`config.mk`:
```
export PLATFORM = sky130hd
export DESIGN_NAME = lvpecl_channel_divider
export DESIGN_NICKNAME = d
export VERILOG_FILES = /design/src/core/clkdiv_pkg.sv /design/src/core/channel_div.sv /design/src/core/lvpecl_channel_divider.sv
export SDC_FILE = /design/constraint.sdc
export NUM_CORES = 1
export LEC_CHECK = 0
export BUFFER_PORTS_ARGS = -buffer_cell sky130_fd_sc_hd__buf_4
export CORE_ASPECT_RATIO = 1.5
export CORE_MARGIN = 2
export CORE_UTILIZATION = 54
export DETAILED_ROUTE_END_ITERATION = 8
export PLACE_DENSITY = 0.8
export SYNTH_ARGS = -nofsm -noshare
export SYNTH_HDL_FRONTEND = slang
export SYNTH_HIERARCHICAL = 1
export SYNTH_SLANG_ARGS = --single-unit
```
`constraint.sdc`:
```
create_clock -name pclk -period 2.1 [get_ports pclk]
set_input_delay 0.525 -clock pclk [delete_from_list [all_inputs] [get_ports pclk]]
set_output_delay 0.525 -clock pclk [all_outputs]
set_load 0.01 [all_outputs]
```
`src/core/clkdiv_pkg.sv`:
```
// Constants and types shared by the output-pair divider block
// Operation
// - The low phase of a divider lasts its low-count nibble [7:4] plus one input cycles.
// - The high phase of a divider lasts its high-count nibble [3:0] plus one input cycles.
// - Bypass bit 7 powers the divider down and passes its input clock to its output.
// - The third pair's divider comes out of reset bypassed.
// - The second pair's divider comes out of reset in use.
// - Sync-ignore bit 6 clear obeys the chip sync request, set ignores it.
// - With forcing active the divider output is held at the force-level bit.
// - Start-polarity bit 4 sets the level the divider starts at after sync.
// - A four-bit phase offset delays the divider start by that many input cycles.
// - Direct-to-output clear drives the pair from its divider.
// - Direct-to-output set with source select 10b routes the oscillator to the pair.
// - Direct-to-output set with source select 00b routes the external clock to the pair.
// - With source select 01b direct-to-output has no effect.
// - The second pair's routing works the same way as the third pair's.
// - Duty-correction disable bit clear enables correction, set disables it.
package clkdiv_pkg;
   // Register indices; byte address is four times the index
   localparam logic [9:0] IDX_B_CNT  = 10'h193;
   localparam logic [9:0] IDX_B_CTL  = 10'h194;
   localparam logic [9:0] IDX_B_RTE  = 10'h195;
   localparam logic [9:0] IDX_C_CNT  = 10'h196;
   localparam logic [9:0] IDX_C_CTL  = 10'h197;
   localparam logic [9:0] IDX_C_RTE  = 10'h198;
   localparam logic [9:0] IDX_STATUS = 10'h1a0;
   // Control register fields
   localparam int CTL_BYPASS = 7;
   localparam int CTL_NOSYNC = 6;
   localparam int CTL_FORCE  = 5;
   localparam int CTL_START  = 4;
   localparam int PHASE_MSB  = 3;
   // Cycle count fields
   localparam int CNT_LO_LSB = 4;
   localparam int CNT_HI_MSB = 3;
   // Routing register fields
   localparam int RTE_DIRECT = 1;
   localparam int RTE_DUTY_CORRECT_DISABLE = 0;
   // Reset values
   localparam logic [7:0] RST_CNT   = 8'h00;
   localparam logic [7:0] RST_B_CTL = 8'h00;
   localparam logic [7:0] RST_C_CTL = 8'h80;
   localparam logic [7:0] RST_RTE   = 8'h00;
   // Distribution source select codes
   localparam logic [1:0] DIST_EXT    = 2'b00;
   localparam logic [1:0] DIST_VCODIV = 2'b01;
   localparam logic [1:0] DIST_OSC    = 2'b10;
   // Divider sequencing states
   typedef enum logic [1:0] {
      ST_HOLD  = 2'b00,
      ST_DELAY = 2'b01,
      ST_RUN   = 2'b10
   } div_state_t;
endpackage

```
`src/core/channel_div.sv`:
```
// One output-pair divider: counts, phase delay, sync, force and bypass
`timescale 1ns/100ps
`default_nettype none
module channel_div
   import clkdiv_pkg::*;
(
   input  wire logic       pclk,
   input  wire logic       presetn,
   input  wire logic       tick,
   input  wire logic       in_lvl,
   input  wire logic [7:0] cnt_reg,
   input  wire logic [7:0] ctl_reg,
   input  wire logic       sync_req,
   output logic            div_out,
   output logic            running
);
   typedef struct packed {
      div_state_t st;
      logic       lvl;
      logic [3:0] cnt;
      logic [3:0] ph;
   } div_t;

   div_t q;
   div_t d;
   logic [3:0] lo_cnt;
   logic [3:0] hi_cnt;
   logic       bypass;
   logic       nosync;

   // Field split
   assign lo_cnt = cnt_reg[7:CNT_LO_LSB];
   assign hi_cnt = cnt_reg[CNT_HI_MSB:0];
   assign bypass = ctl_reg[CTL_BYPASS];
   assign nosync = ctl_reg[CTL_NOSYNC];

   // Next state
   always_comb begin
      d = q;
      if (bypass) begin
         d.st  = ST_HOLD;
         d.lvl = in_lvl;
         d.cnt = 4'h0;
         d.ph  = 4'h0;
      end else if (sync_req && !nosync) begin
         d.st  = ST_HOLD;
         d.lvl = ctl_reg[CTL_START];
         d.cnt = 4'h0;
         d.ph  = ctl_reg[PHASE_MSB:0];
      end else if (sync_req) begin
         d.lvl = ctl_reg[CTL_FORCE];
      end else begin
         case (q.st)
            ST_HOLD: begin
               d.st = (q.ph == 4'h0) ? ST_RUN : ST_DELAY;
            end
            ST_DELAY: begin
               if (tick) begin
                  d.ph = q.ph - 4'h1;
                  if (q.ph == 4'h1) begin
                     d.st = ST_RUN;
                  end
               end
            end
            ST_RUN: begin
               if (tick) begin
                  // Half period ends at field value, ratio is sum of both plus two
                  if (q.cnt == (q.lvl ? hi_cnt : lo_cnt)) begin
                     d.lvl = ~q.lvl;
                     d.cnt = 4'h0;
                  end else begin
                     d.cnt = q.cnt + 4'h1;
                  end
               end
            end
            default: begin
               d.st = ST_HOLD;
            end
         endcase
      end
   end

   // State register
   always_ff @(posedge pclk or negedge presetn) begin
      if (!presetn) begin
         q <= '{st: ST_HOLD, lvl: 1'b0, cnt: 4'h0, ph: 4'h0};
      end else begin
         q <= d;
      end
   end

   assign div_out = q.lvl;
   assign running = (q.st == ST_RUN);
endmodule
`default_nettype wire

```
`src/core/lvpecl_channel_divider.sv`:
```
// Second and third output-pair dividers with APB register access
//
// The APB interface to the registers was decided locally.
`timescale 1ns/100ps
`default_nettype none
module lvpecl_channel_divider
   import clkdiv_pkg::*;
(
   input  wire logic        pclk,
   input  wire logic        presetn,
   input  wire logic        psel,
   input  wire logic        penable,
   input  wire logic        pwrite,
   input  wire logic [11:0] paddr,
   input  wire logic [31:0] pwdata,
   output logic [31:0]      prdata,
   output logic             pready,
   output logic             pslverr,
   input  wire logic        div_tick,
   input  wire logic        div_lvl,
   input  wire logic        osc_lvl,
   input  wire logic        ext_lvl,
   input  wire logic [1:0]  dist_sel,
   input  wire logic        sync_req,
   output logic             pair_b_out_a,
   output logic             pair_b_out_b,
   output logic             pair_c_out_a,
   output logic             pair_c_out_b,
   output logic             b_powered_down,
   output logic             c_powered_down,
   output logic             b_duty_correct_disable,
   output logic             c_duty_correct_disable
);
   // All block state in one record
   typedef struct packed {
      logic [7:0]  b_cnt;
      logic [7:0]  b_ctl;
      logic [7:0]  b_rte;
      logic [7:0]  c_cnt;
      logic [7:0]  c_ctl;
      logic [7:0]  c_rte;
      logic [31:0] rdata;
      logic        pair_b;
      logic        pair_c;
   } top_t;

   top_t q;
   top_t d;

   logic [9:0]  idx;
   logic        hit;
   logic [31:0] rd_mux;
   logic        wr_en;
   logic        b_div;
   logic        c_div;
   logic        b_run;
   logic        c_run;

   // Word index of the access
   assign idx = paddr[11:2];

   // Address decode and read data selection
   always_comb begin
      hit    = 1'b1;
      rd_mux = 32'h0000_0000;
      case (idx)
         IDX_B_CNT: begin
            rd_mux = {24'h00_0000, q.b_cnt};
         end
         IDX_B_CTL: begin
            rd_mux = {24'h00_0000, q.b_ctl};
         end
         IDX_B_RTE: begin
            rd_mux = {30'h0000_0000, q.b_rte[1:0]};
         end
         IDX_C_CNT: begin
            rd_mux = {24'h00_0000, q.c_cnt};
         end
         IDX_C_CTL: begin
            rd_mux = {24'h00_0000, q.c_ctl};
         end
         IDX_C_RTE: begin
            rd_mux = {30'h0000_0000, q.c_rte[1:0]};
         end
         IDX_STATUS: begin
            rd_mux = {27'h000_0000, sync_req, c_run, b_run, c_div, b_div};
         end
         default: begin
            hit = 1'b0;
         end
      endcase
   end

   // Zero-wait slave; unmapped addresses answer with an error
   assign pready  = 1'b1;
   assign pslverr = psel && penable && !hit;
   assign wr_en   = psel && penable && pwrite && hit;
   assign prdata  = q.rdata;

   // Divider for the second pair
   channel_div u_div_b (
      .pclk     (pclk),
      .presetn  (presetn),
      .tick     (div_tick),
      .in_lvl   (div_lvl),
      .cnt_reg  (q.b_cnt),
      .ctl_reg  (q.b_ctl),
      .sync_req (sync_req),
      .div_out  (b_div),
      .running  (b_run)
   );

   // Divider for the third pair
   channel_div u_div_c (
      .pclk     (pclk),
      .presetn  (presetn),
      .tick     (div_tick),
      .in_lvl   (div_lvl),
      .cnt_reg  (q.c_cnt),
      .ctl_reg  (q.c_ctl),
      .sync_req (sync_req),
      .div_out  (c_div),
      .running  (c_run)
   );

   // Select what drives an output pair
   function automatic logic route_sel(
      input logic       direct,
      input logic [1:0] src,
      input logic       div_o,
      input logic       osc_i,
      input logic       ext_i
   );
      logic r;
      r = div_o;
      if (direct) begin
         case (src)
            DIST_OSC: begin
               r = osc_i;
            end
            DIST_EXT: begin
               r = ext_i;
            end
            default: begin
               r = div_o;
            end
         endcase
      end
      return r;
   endfunction

   // Register writes, read capture and output routing
   always_comb begin
      d = q;
      if (psel && !penable) begin
         d.rdata = pwrite ? 32'h0000_0000 : rd_mux;
      end
      if (wr_en) begin
         case (idx)
            IDX_B_CNT: begin
               d.b_cnt = pwdata[7:0];
            end
            IDX_B_CTL: begin
               d.b_ctl = pwdata[7:0];
            end
            IDX_B_RTE: begin
               d.b_rte = {6'h00, pwdata[1:0]};
            end
            IDX_C_CNT: begin
               d.c_cnt = pwdata[7:0];
            end
            IDX_C_CTL: begin
               d.c_ctl = pwdata[7:0];
            end
            IDX_C_RTE: begin
               d.c_rte = {6'h00, pwdata[1:0]};
            end
            default: begin
               d.rdata = q.rdata;
            end
         endcase
      end
      d.pair_b = route_sel(q.b_rte[RTE_DIRECT], dist_sel, b_div,
                           osc_lvl, ext_lvl);
      d.pair_c = route_sel(q.c_rte[RTE_DIRECT], dist_sel, c_div,
                           osc_lvl, ext_lvl);
   end

   // State register with documented defaults
   always_ff @(posedge pclk or negedge presetn) begin
      if (!presetn) begin
         q.b_cnt  <= RST_CNT;
         q.b_ctl  <= RST_B_CTL;
         q.b_rte  <= RST_RTE;
         q.c_cnt  <= RST_CNT;
         q.c_ctl  <= RST_C_CTL;
         q.c_rte  <= RST_RTE;
         q.rdata  <= 32'h0000_0000;
         q.pair_b <= 1'b0;
         q.pair_c <= 1'b0;
      end else begin
         q <= d;
      end
   end

   // Both legs of a pair carry the same clock
   assign pair_b_out_a = q.pair_b;
   assign pair_b_out_b = q.pair_b;
   assign pair_c_out_a = q.pair_c;
   assign pair_c_out_b = q.pair_c;

   // Analog controls steered by the registers
   assign b_powered_down         = q.b_ctl[CTL_BYPASS];
   assign c_powered_down         = q.c_ctl[CTL_BYPASS];
   assign b_duty_correct_disable = q.b_rte[RTE_DUTY_CORRECT_DISABLE];
   assign c_duty_correct_disable = q.c_rte[RTE_DUTY_CORRECT_DISABLE];
endmodule
`default_nettype wire

```
After elaboration in Yosys (flattened, before gate mapping) --
Cells that the tools add are included.
Word-level totals: flip-flop bits (word level) 92, bits in latches 0, RAM bits 0, memory bits (read-only) 0, bits of input ports 56, output and inout bits 42, logic and storage cells 134, memories 0
Cells by class: add/sub/neg operators 4, multipliers 0, divide/modulo/power cells 0, order comparisons 0, equal/unequal tests 25, shift-type cells 0, muxes and demuxes 42, bitwise logic cells 2, reduce and logical (&&, ||, !) cells 44
Operators with widths (number):
- two-way mux 32 bit | 4
- equality test 10 x 9 -> 1 bit (second input constant) | 7
- one-hot mux 8 bit (7 select lines) | 1
- two-way mux 11 bit | 4
- two-way mux 4 bit | 8
- nonzero test 4 bit | 6
- two-way mux 5 bit | 4
- AND reduction 3 bit | 6
- nonzero test 3 bit | 6
- two-way mux 2 bit | 8
- two-way mux 8 bit | 2
- one-hot mux 2 bit (3 select lines) | 2
- AND reduction 2 bit | 6
- adder 4 x 1 -> 4 bit (second input constant) | 2
- equality test 4 x 1 -> 1 bit (second input constant) | 2
- equality test 4 bit | 2
- logical NOT 4 bit | 2
- != test 4 x 2 -> 1 bit (second input constant) | 2
- != test 4 x 3 -> 1 bit (second input constant) | 2
- AND reduction 4 bit | 2
- subtractor 4 x 1 -> 4 bit (second input constant) | 2
- logical AND 1 bit | 7
- two-way mux 1 bit | 7
- OR reduction 7 bit | 1
- 10 further kinds | 22

Depth between registers and ports, before layout --
Gate-level depths: netlist of the first run.
depth after elaboration 8, depth in mapped cells 6, mapped depth without buffers 6

Cells and area by module --
Netlist of the first run, hierarchy kept.
By module, submodules not included:
- lvpecl_channel_divider | times used 1, cells an instance 234, area each 2645.0 sq um, seq. area each 1152.4 sq um
- channel_div | times used 2, cells an instance 87, area each 764.5 sq um, seq. area each 275.3 sq um

Least setup slack after synthesis of the first run --
Ideal clock, no wire load.
kind in2out, from input paddr[5], to output pslverr, arrival time 1.523 ns, data required time 1.575 ns, slack 0.052 ns, stages on the path 4, path buffers 1, cells stage by stage clkbuf_2 -> or4b_4 -> nor3_4 -> a211oi_1
On the way: longest elaborated chain between the ends 5, elaborated cells between the ends (all ways) 11, those cells by class eq/ne (7); mux (1); reduce/logical (3)
Ends and longest elaborated chain:
- start: declaration | RTL line lvpecl_channel_divider.sv:14 | input wire logic [11:0] paddr,
- equality test 10 x 9 -> 1 bit | RTL line lvpecl_channel_divider.sv:66 | case (idx)
- OR reduction 7 bit (no source line) (*)
- two-way mux 1 bit (*) | RTL line lvpecl_channel_divider.sv:66
- logical NOT 1 bit (*) | RTL line lvpecl_channel_divider.sv:96 | assign pslverr = psel && penable && !hit;
- logical AND 1 bit (*) | RTL line lvpecl_channel_divider.sv:96
- end: declaration | RTL line lvpecl_channel_divider.sv:18 | output logic pslverr,
Every way passes the cells marked *; elsewhere a longest branch is shown, timed or not.

Worst setup path in the final report of the first run --
Same ends and word-level chain as after synthesis.

==> results of run 1 <==
[registers in the layout, indices dropped and copies added, names as in the netlist]
register	cells
pair_b_out_a	1
pair_c_out_a	1
b_powered_down	1
u_div_b/q	10
b_duty_correct_disable	1
q	32
prdata	8
c_duty_correct_disable	1
u_div_c/q	10
u_div_c/div_out	1
u_div_b/div_out	1
c_powered_down	1
[worst paths after layout]
check / to / slack (ps) / depth (start not counted)
hold reg to reg: prdata[7] / 500 / 2
max in group asynchronous: u_div_b/q[6] / 1420 / 2
setup reg to reg: u_div_c/div_out / 160 / 5
setup / recovery: pslverr / 3 / 5
min in group pclk: b_powered_down / 460 / 2
hold / removal: q[68] / 150 / 1
[routing by layer]
layer  vias to the layer above  share of wire (%)
met5                         -                  0
met4                         0                3.1
met3                        24                5.0
met2                       125                 53
met1                      1611                 39
li1                       1492                  -
[cells by family after synthesis]
logic type / after synthesis
and+or+nand+nor: 131
AOI/OAI and AO/OA: 71
DFF: 68
buffers and inverters: 58
muxes: 56
xor gates and xnor gates: 16
adders and majority gates: 6
other: 2
[Yosys cell counts, drive strengths merged (2+ instances only)]
| cell type | instances |
|---|---|
| nand2b | 9 |
| nor3 | 6 |
| xor2 | 12 |
| and4bb | 2 |
| dfrtp | 67 |
| a22oi | 4 |
| o22ai | 3 |
| nand4b | 2 |
| nand4 | 2 |
| a21oi | 24 |
| nand4bb | 2 |
| nor3b | 4 |
| nand3b | 11 |
| a22o | 6 |
| or2 | 2 |
| nor2b | 10 |
| a31oi | 2 |
| nand3 | 17 |
| inv | 6 |
| a211oi | 12 |
| a32o | 2 |
| nor4 | 2 |
| xnor2 | 4 |
| mux2 | 43 |
| mux2i | 13 |
| or3b | 4 |
| o31ai | 2 |
| ha | 6 |
| a221oi | 2 |
| conb | 2 |
| buf | 43 |
| nor2 | 30 |
| nand2 | 24 |
| o21ai | 12 |
| clkbuf | 9 |
[report_power, final]
part / internal (mW) / leakage [nW] / total (mW) / switching, mW
clock network: 0.951 / 0.141 / 1.48 / 0.531
registers: 1.36 / 0.919 / 1.42 / 0.0579
logic: 0.187 / 1.18 / 0.414 / 0.227
[timing repair]
item	in CTS	in global routing
resized for setup	0	2
hold endpoints to repair	0	0
endpoints found under the setup margin	1	3
setup buffers	0	0
[cell type report]
| class | count | share of cell area, % |
|---|---|---|
| multi-input cells | 305 | 45.1 |
| clock buffers | 14 | 5.23 |
| inverters | 6 | 0.463 |
| well taps | 102 | 2.63 |
| clock inverters | 2 | 0.721 |
| repair buffers | 65 | 10.8 |
| flip-flops and latches | 68 | 35.1 |
[metrics by stage]
step                      utilization, %  hold slack [ps]  TNS, ps
after floorplan                        -              229        0
after global placement              60.4              480        0
after detailed placement            60.4              486        0
after CTS                           64.2              157    -2.90
after global routing                64.3              184    -53.4
final                               64.3              151        0
==> results.tsv, run 1 <==
stage	metric	value	unit
status	status	finished, final reports clean	
grt	Remaining Overflow, GRT	0	
clocking	clk sinks	68	
final_layout	FF/Latch Area	1710	sq um
floorplanning	core region area	7560	sq um
routing	# DRC	0	
run	max_cap viols	0	
worst_setup_path	CP bufs+invs	2	
placed_design	PortBufs	46	
placed_design	placed insts	546	
placed_design	Routability Congestion	0.858	
power	leakage	2.24	nW
clocking	Hold Buf Count CTS	0	
sta	Final Hold Vio Count	0	
power	Peak VDD IR	0.580	mV
worst_setup_path	critical path launch point type	input port	
routing	drt pass-1 iters	5	
placed_design	HPWL after DPL	7230	um
synthesis	Syn Area/Cell	10.2	sq um
synthesis	mux contribution to synthesized area	14.7	%
final_layout	commonest non-fill, non-tap cells in the layout	dfrtp_1, buf_4, mux2_2	
power	Total Power	3.31	mW
synthesis	cell type with the largest total area after synthesis	dfrtp_1	
sta	worst clock skew	8.58	ps
sta	f_max	477	MHz
grt	M3 GR Usage	5.61	%
final_layout	Fill cells	601	
synthesis	main combinational cell family by area after synthesis	simple AND/OR/NAND/NOR gates	
worst_setup_path	critical-path cell list	buf_4 -> or4b_4 -> nor3_4 -> a211oi_1 -> buf_4	
worst_setup_path	CP Launch Point	paddr[5]	
clocking	CTS Buf Count	9	
worst_setup_path	Critical Path RT	1570	ps
grt	GRT Overall Usage	24.8	%
routing	ANT nets after route	0	
routing	final WL	9870	um
worst_setup_path	CP Data Arrival Time	1570	ps
floorplanning	die area	8460	sq um
worst_setup_path	Crit. End Element	output port	
final_layout	P&R area growth vs syn	16.4	%
clocking	clock-pin slew on the worst setup and hold paths	60	ps
worst_setup_path	Top cell by count, worst path	buf_4	
clocking	worst skew pair latency	330	ps
grt	largest net degree at the start of global routing	36	
grt	layer with the highest usage	met2	
synthesis	ys flop type	dfrtp_1	
floorplanning	Boundary Pins	98	
grt	antenna violations before repair	0	
floorplanning	Die Y	112	um
clocking	number of H-tree levels	3	
final_layout	layout cells sized above 1	31.1	%
clocking	Clock Tree Buf Depth	2	
routing	wire length per cell	17.6	um
worst_setup_path	slowest CP cell	or4b_4	
floorplanning	DIE WIDTH	75.8	um
synthesis	sequential area share after synthesis	40.8	%
final_layout	layout net count	517	
synthesis	Post-Syn Area	4170	sq um
final_layout	Finished Layout Cells	562	
synthesis	synthesized flop and latch total	68	
synthesis	Ys Warns	6	
sta	Period Utilization, post-route	99.9	%
synthesis	Synth Area in Adders	1.80	%
worst_setup_path	CP top delay family	simple AND/OR/NAND/NOR gates	
worst_setup_path	crit path kind	in -> out	
clocking	CTS tree	done	
sta	min Tclk post-route	2100	ps
floorplanning	# rows	39	
synthesis	EDFF count, synth	0	
synthesis	post-synth top area share	40.2	%
final_layout	number of diodes	0	
placed_design	dpl ws	2.30	ps
grt	vias in the first global route	3169	
sta	setup ws final	2.73	ps
sta	RSZ-0062 raised after global routing	true	
floorplanning	starting density of the core	55.2	%
synthesis	Synth Area in Compound Gates	11.1	%
grt	first-pass GRT wire length	15600	um
routing	DR vias/cell	5.79	
placed_design	Placed Area	4570	sq um
synthesis	top cells by area, synth	dfrtp_1, mux2_2, buf_4	
synthesis	simple-gate portion of the synthesized area	19.3	%
grt	GRT met2 Usage	40.5	%
sta	Final Max Slew Viols	0	
synthesis	Synth Instances	408	
routing	initial DRC count	240	
final_layout	Multi-input gate area	2190	sq um
synthesis	Post-Synth XOR/XNOR Area	3.36	%
grt	grt met1 use	29.8	%
worst_setup_path	crit-path max FO	3	
min_path	worst hold-check path type	in -> async	
worst_setup_path	worst r2r src	u_div_c/div_out	
routing	vias	3252	
clocking	Root Driver	clkbuf_16	
synthesis	Post-synth ARST share	100	%
final_layout	design area	4860	sq um
worst_setup_path	crit-path max cell delay	560	ps
sta	Final Setup Violations	0	
power	PD cells	682	nW/um^2
synthesis	distinct cell type count after synthesis	56	
final_layout	most common cell after layout, fill and taps aside	dfrtp_1	
(Power assumes the default switching activity.)
==> run 2, diff against run 1 <==
- CORE_UTILIZATION: 54 -> 55
- PLACE_DENSITY: 0.8 -> 0.81
- clock period: 2.1 -> 2.55 ns (I/O delays scaled with it)
==> run 2 against run 1 <==
Setup slack improved by 180 ps. Routed wire length fell by 4.9%. Combinational power fell by 22%. Clock-buffer cell count rose by 1. Non-clock buffer count fell by 14. Final cell count fell by 2.8%. Sequential share of layout area rose by 1.9 points. Power fell by 30%. Sequential power fell by 18%. First-iteration DRC count fell by 21%. Hold slack improved by 250 ps. Critical endpoint unchanged. Largest power group is now registers.
==> results.tsv, run 2 (same netlist as run 1, synthesis figures left out) <==
stage	metric	value	unit
worst_setup_path	Top cell by count, worst path	buf_4	
worst_setup_path	CP Launch Point	paddr[5]	
clocking	post-CTS setup repair buffer count	0	
worst_setup_path	CP Data Arrival Time	1730	ps
clocking	CTS Buf Count	9	
final_layout	P&R area growth vs syn	10.3	%
worst_setup_path	Critical Path RT	1910	ps
floorplanning	Boundary Pins	98	
worst_setup_path	slowest CP cell	or4b_4	
floorplanning	Die Y	111	um
clocking	Resized cells post-CTS	0	
sta	f_max	422	MHz
floorplanning	# rows	38	
grt	first-pass GRT wire length	15100	um
floorplanning	core region area	7270	sq um
grt	largest net degree at the start of global routing	69	
placed_design	Routability Congestion	0.875	
grt	vias in the first global route	3091	
worst_setup_path	crit-path max FO	11	
clocking	clock-pin slew on the worst setup and hold paths	60	ps
routing	# DRC	0	
final_layout	layout cells sized above 1	28.7	%
sta	Slew headroom	43.1	%
status	status	finished, final reports clean	
worst_setup_path	crit path kind	in -> out	
power	leakage	2.12	nW
final_layout	top flop regs	q: 32 flops, u_div_b/q: 10 flops, u_div_c/q: 10 flops	
routing	ANT nets after route	0	
worst_setup_path	Reg2Reg Depth	5	
worst_setup_path	critical-path cell list	buf_4 -> or4b_4 -> nor3_4 -> a211oi_1 -> buf_4	
sta	Period Utilization, post-route	93.0	%
power	PD cells	502	nW/um^2
clocking	Root Driver	clkbuf_8	
worst_setup_path	reg-to-reg slack, setup	540	ps
placed_design	PortBufs	46	
worst_setup_path	worst r2r src	u_div_c/div_out	
final_layout	commonest non-fill, non-tap cells in the layout	dfrtp_1, buf_4, mux2_2	
worst_setup_path	CP bufs+invs	2	
clocking	CTS tree	done	
sta	Final Max Slew Viols	0	
final_layout	Fill cells	607	
floorplanning	DIE WIDTH	75.1	um
min_path	worst hold-check path type	in -> async	
worst_setup_path	Crit. End Element	output port	
sta	WHS	396	ps
worst_setup_path	crit-path max cell delay	580	ps
clocking	number of H-tree levels	3	
final_layout	max reg flops	32	
worst_setup_path	cell depth of the worst setup path	5	
routing	initial DRC count	190	
run	max_cap viols	0	
routing	wire length per cell	17.2	um
final_layout	Largest Register	q	
clocking	worst skew pair latency	360	ps
final_layout	most common cell after layout, fill and taps aside	dfrtp_1	
sta	RSZ-0062 raised after global routing	false	
grt	antenna violations before repair	0	
worst_setup_path	crit path to	pslverr	
routing	drt pass-1 iters	4	
sta	min Tclk post-route	2370	ps
final_layout	layout net count	503	
worst_setup_path	r2r endpoint	u_div_c/div_out	
clocking	Clock Tree Buf Depth	2	
sta	Final TNS setup	0	ps
worst_setup_path	critical path launch point type	input port	
clocking	Hold Buf Count CTS	0	
clocking	clk sinks	68	
floorplanning	starting density of the core	57.4	%
routing	final WL	9390	um
power	Peak VDD IR	0.306	mV
placed_design	HPWL after DPL	6900	um
grt	Remaining Overflow, GRT	0	
floorplanning	die area	8320	sq um
routing	DR vias/cell	5.73	
final_layout	number of diodes	0	
sta	Final Setup Violations	0	
routing	vias	3128	
sta	Final Hold Vio Count	0	
sta	Slew @ Worst Pin	853	ps
worst_setup_path	CP top delay family	simple AND/OR/NAND/NOR gates	
sta	worst clock skew	9.79	ps
grt	GRT Overall Usage	23.9	%
==> run 2: cell type report <==
cell class	instances	area, sq um	area share (%)
inverters	6	22.5	0.489
well taps	100	125	2.72
flip-flops and latches	68	1700	37.0
clock buffers	15	176	3.83
repair buffers	51	383	8.32
clock inverters	1	5.00	0.109
multi-input cells	305	2190	47.6
==> run 2: worst min-delay path by stage <==
stage	endpoint	slack, ps	cells after the start
final	u_div_c/q[9]	400	1
after global routing	u_div_c/q[9]	460	1
after CTS	u_div_b/q[10]	410	1
after detailed placement	prdata[7]	490	2
after global placement	prdata[6]	480	2
after floorplan	b_duty_correct_disable	340	0
==> run 2: where the power goes <==
group | internal [mW] | leakage (nW) | switching, mW
clock network | 0.433 | 0.0937 | 0.389
logic | 0.140 | 1.10 | 0.184
registers | 1.12 | 0.921 | 0.0471
total | 1.69 | 2.12 | 0.620
==> run 2: worst register-to-register path: stages (launching register included) <==
cell,delay [ps]
dfrtp_1,590
mux2i_1,340
xor2_1,220
nand4_2,220
o21ai_2,200
mux2_1,320
==> run 2: per-layer routing <==
| metal | routed length (um) | global-route usage (%) | part of all wire, % |
|---|---|---|---|
| met1 | 3810 | 30.1 | 41 |
| met2 | 4790 | 38.5 | 51 |
| met5 | 0 | 0 | 0 |
| met4 | 334 | 11.1 | 3.6 |
| met3 | 464 | 4.91 | 4.9 |
==> run 2: metrics by stage <==
step / utilization (%) / total power [mW] / worst slack [ps] / area [sq um] / instances
6_report: 63.3 / 2.31 / 179 / 4600 / 546
5_1_grt: 63.3 / 2.42 / 123 / 4600 / 546
4_1_cts: 63.3 / 2.33 / 174 / 4600 / 546
3_5_place_dp: 60.8 / 1.51 / 181 / 4420 / 530
3_3_place_gp: 60.8 / 1.49 / 191 / 4420 / 530
2_1_floorplan: - / 1.42 / 277 / 4260 / 431
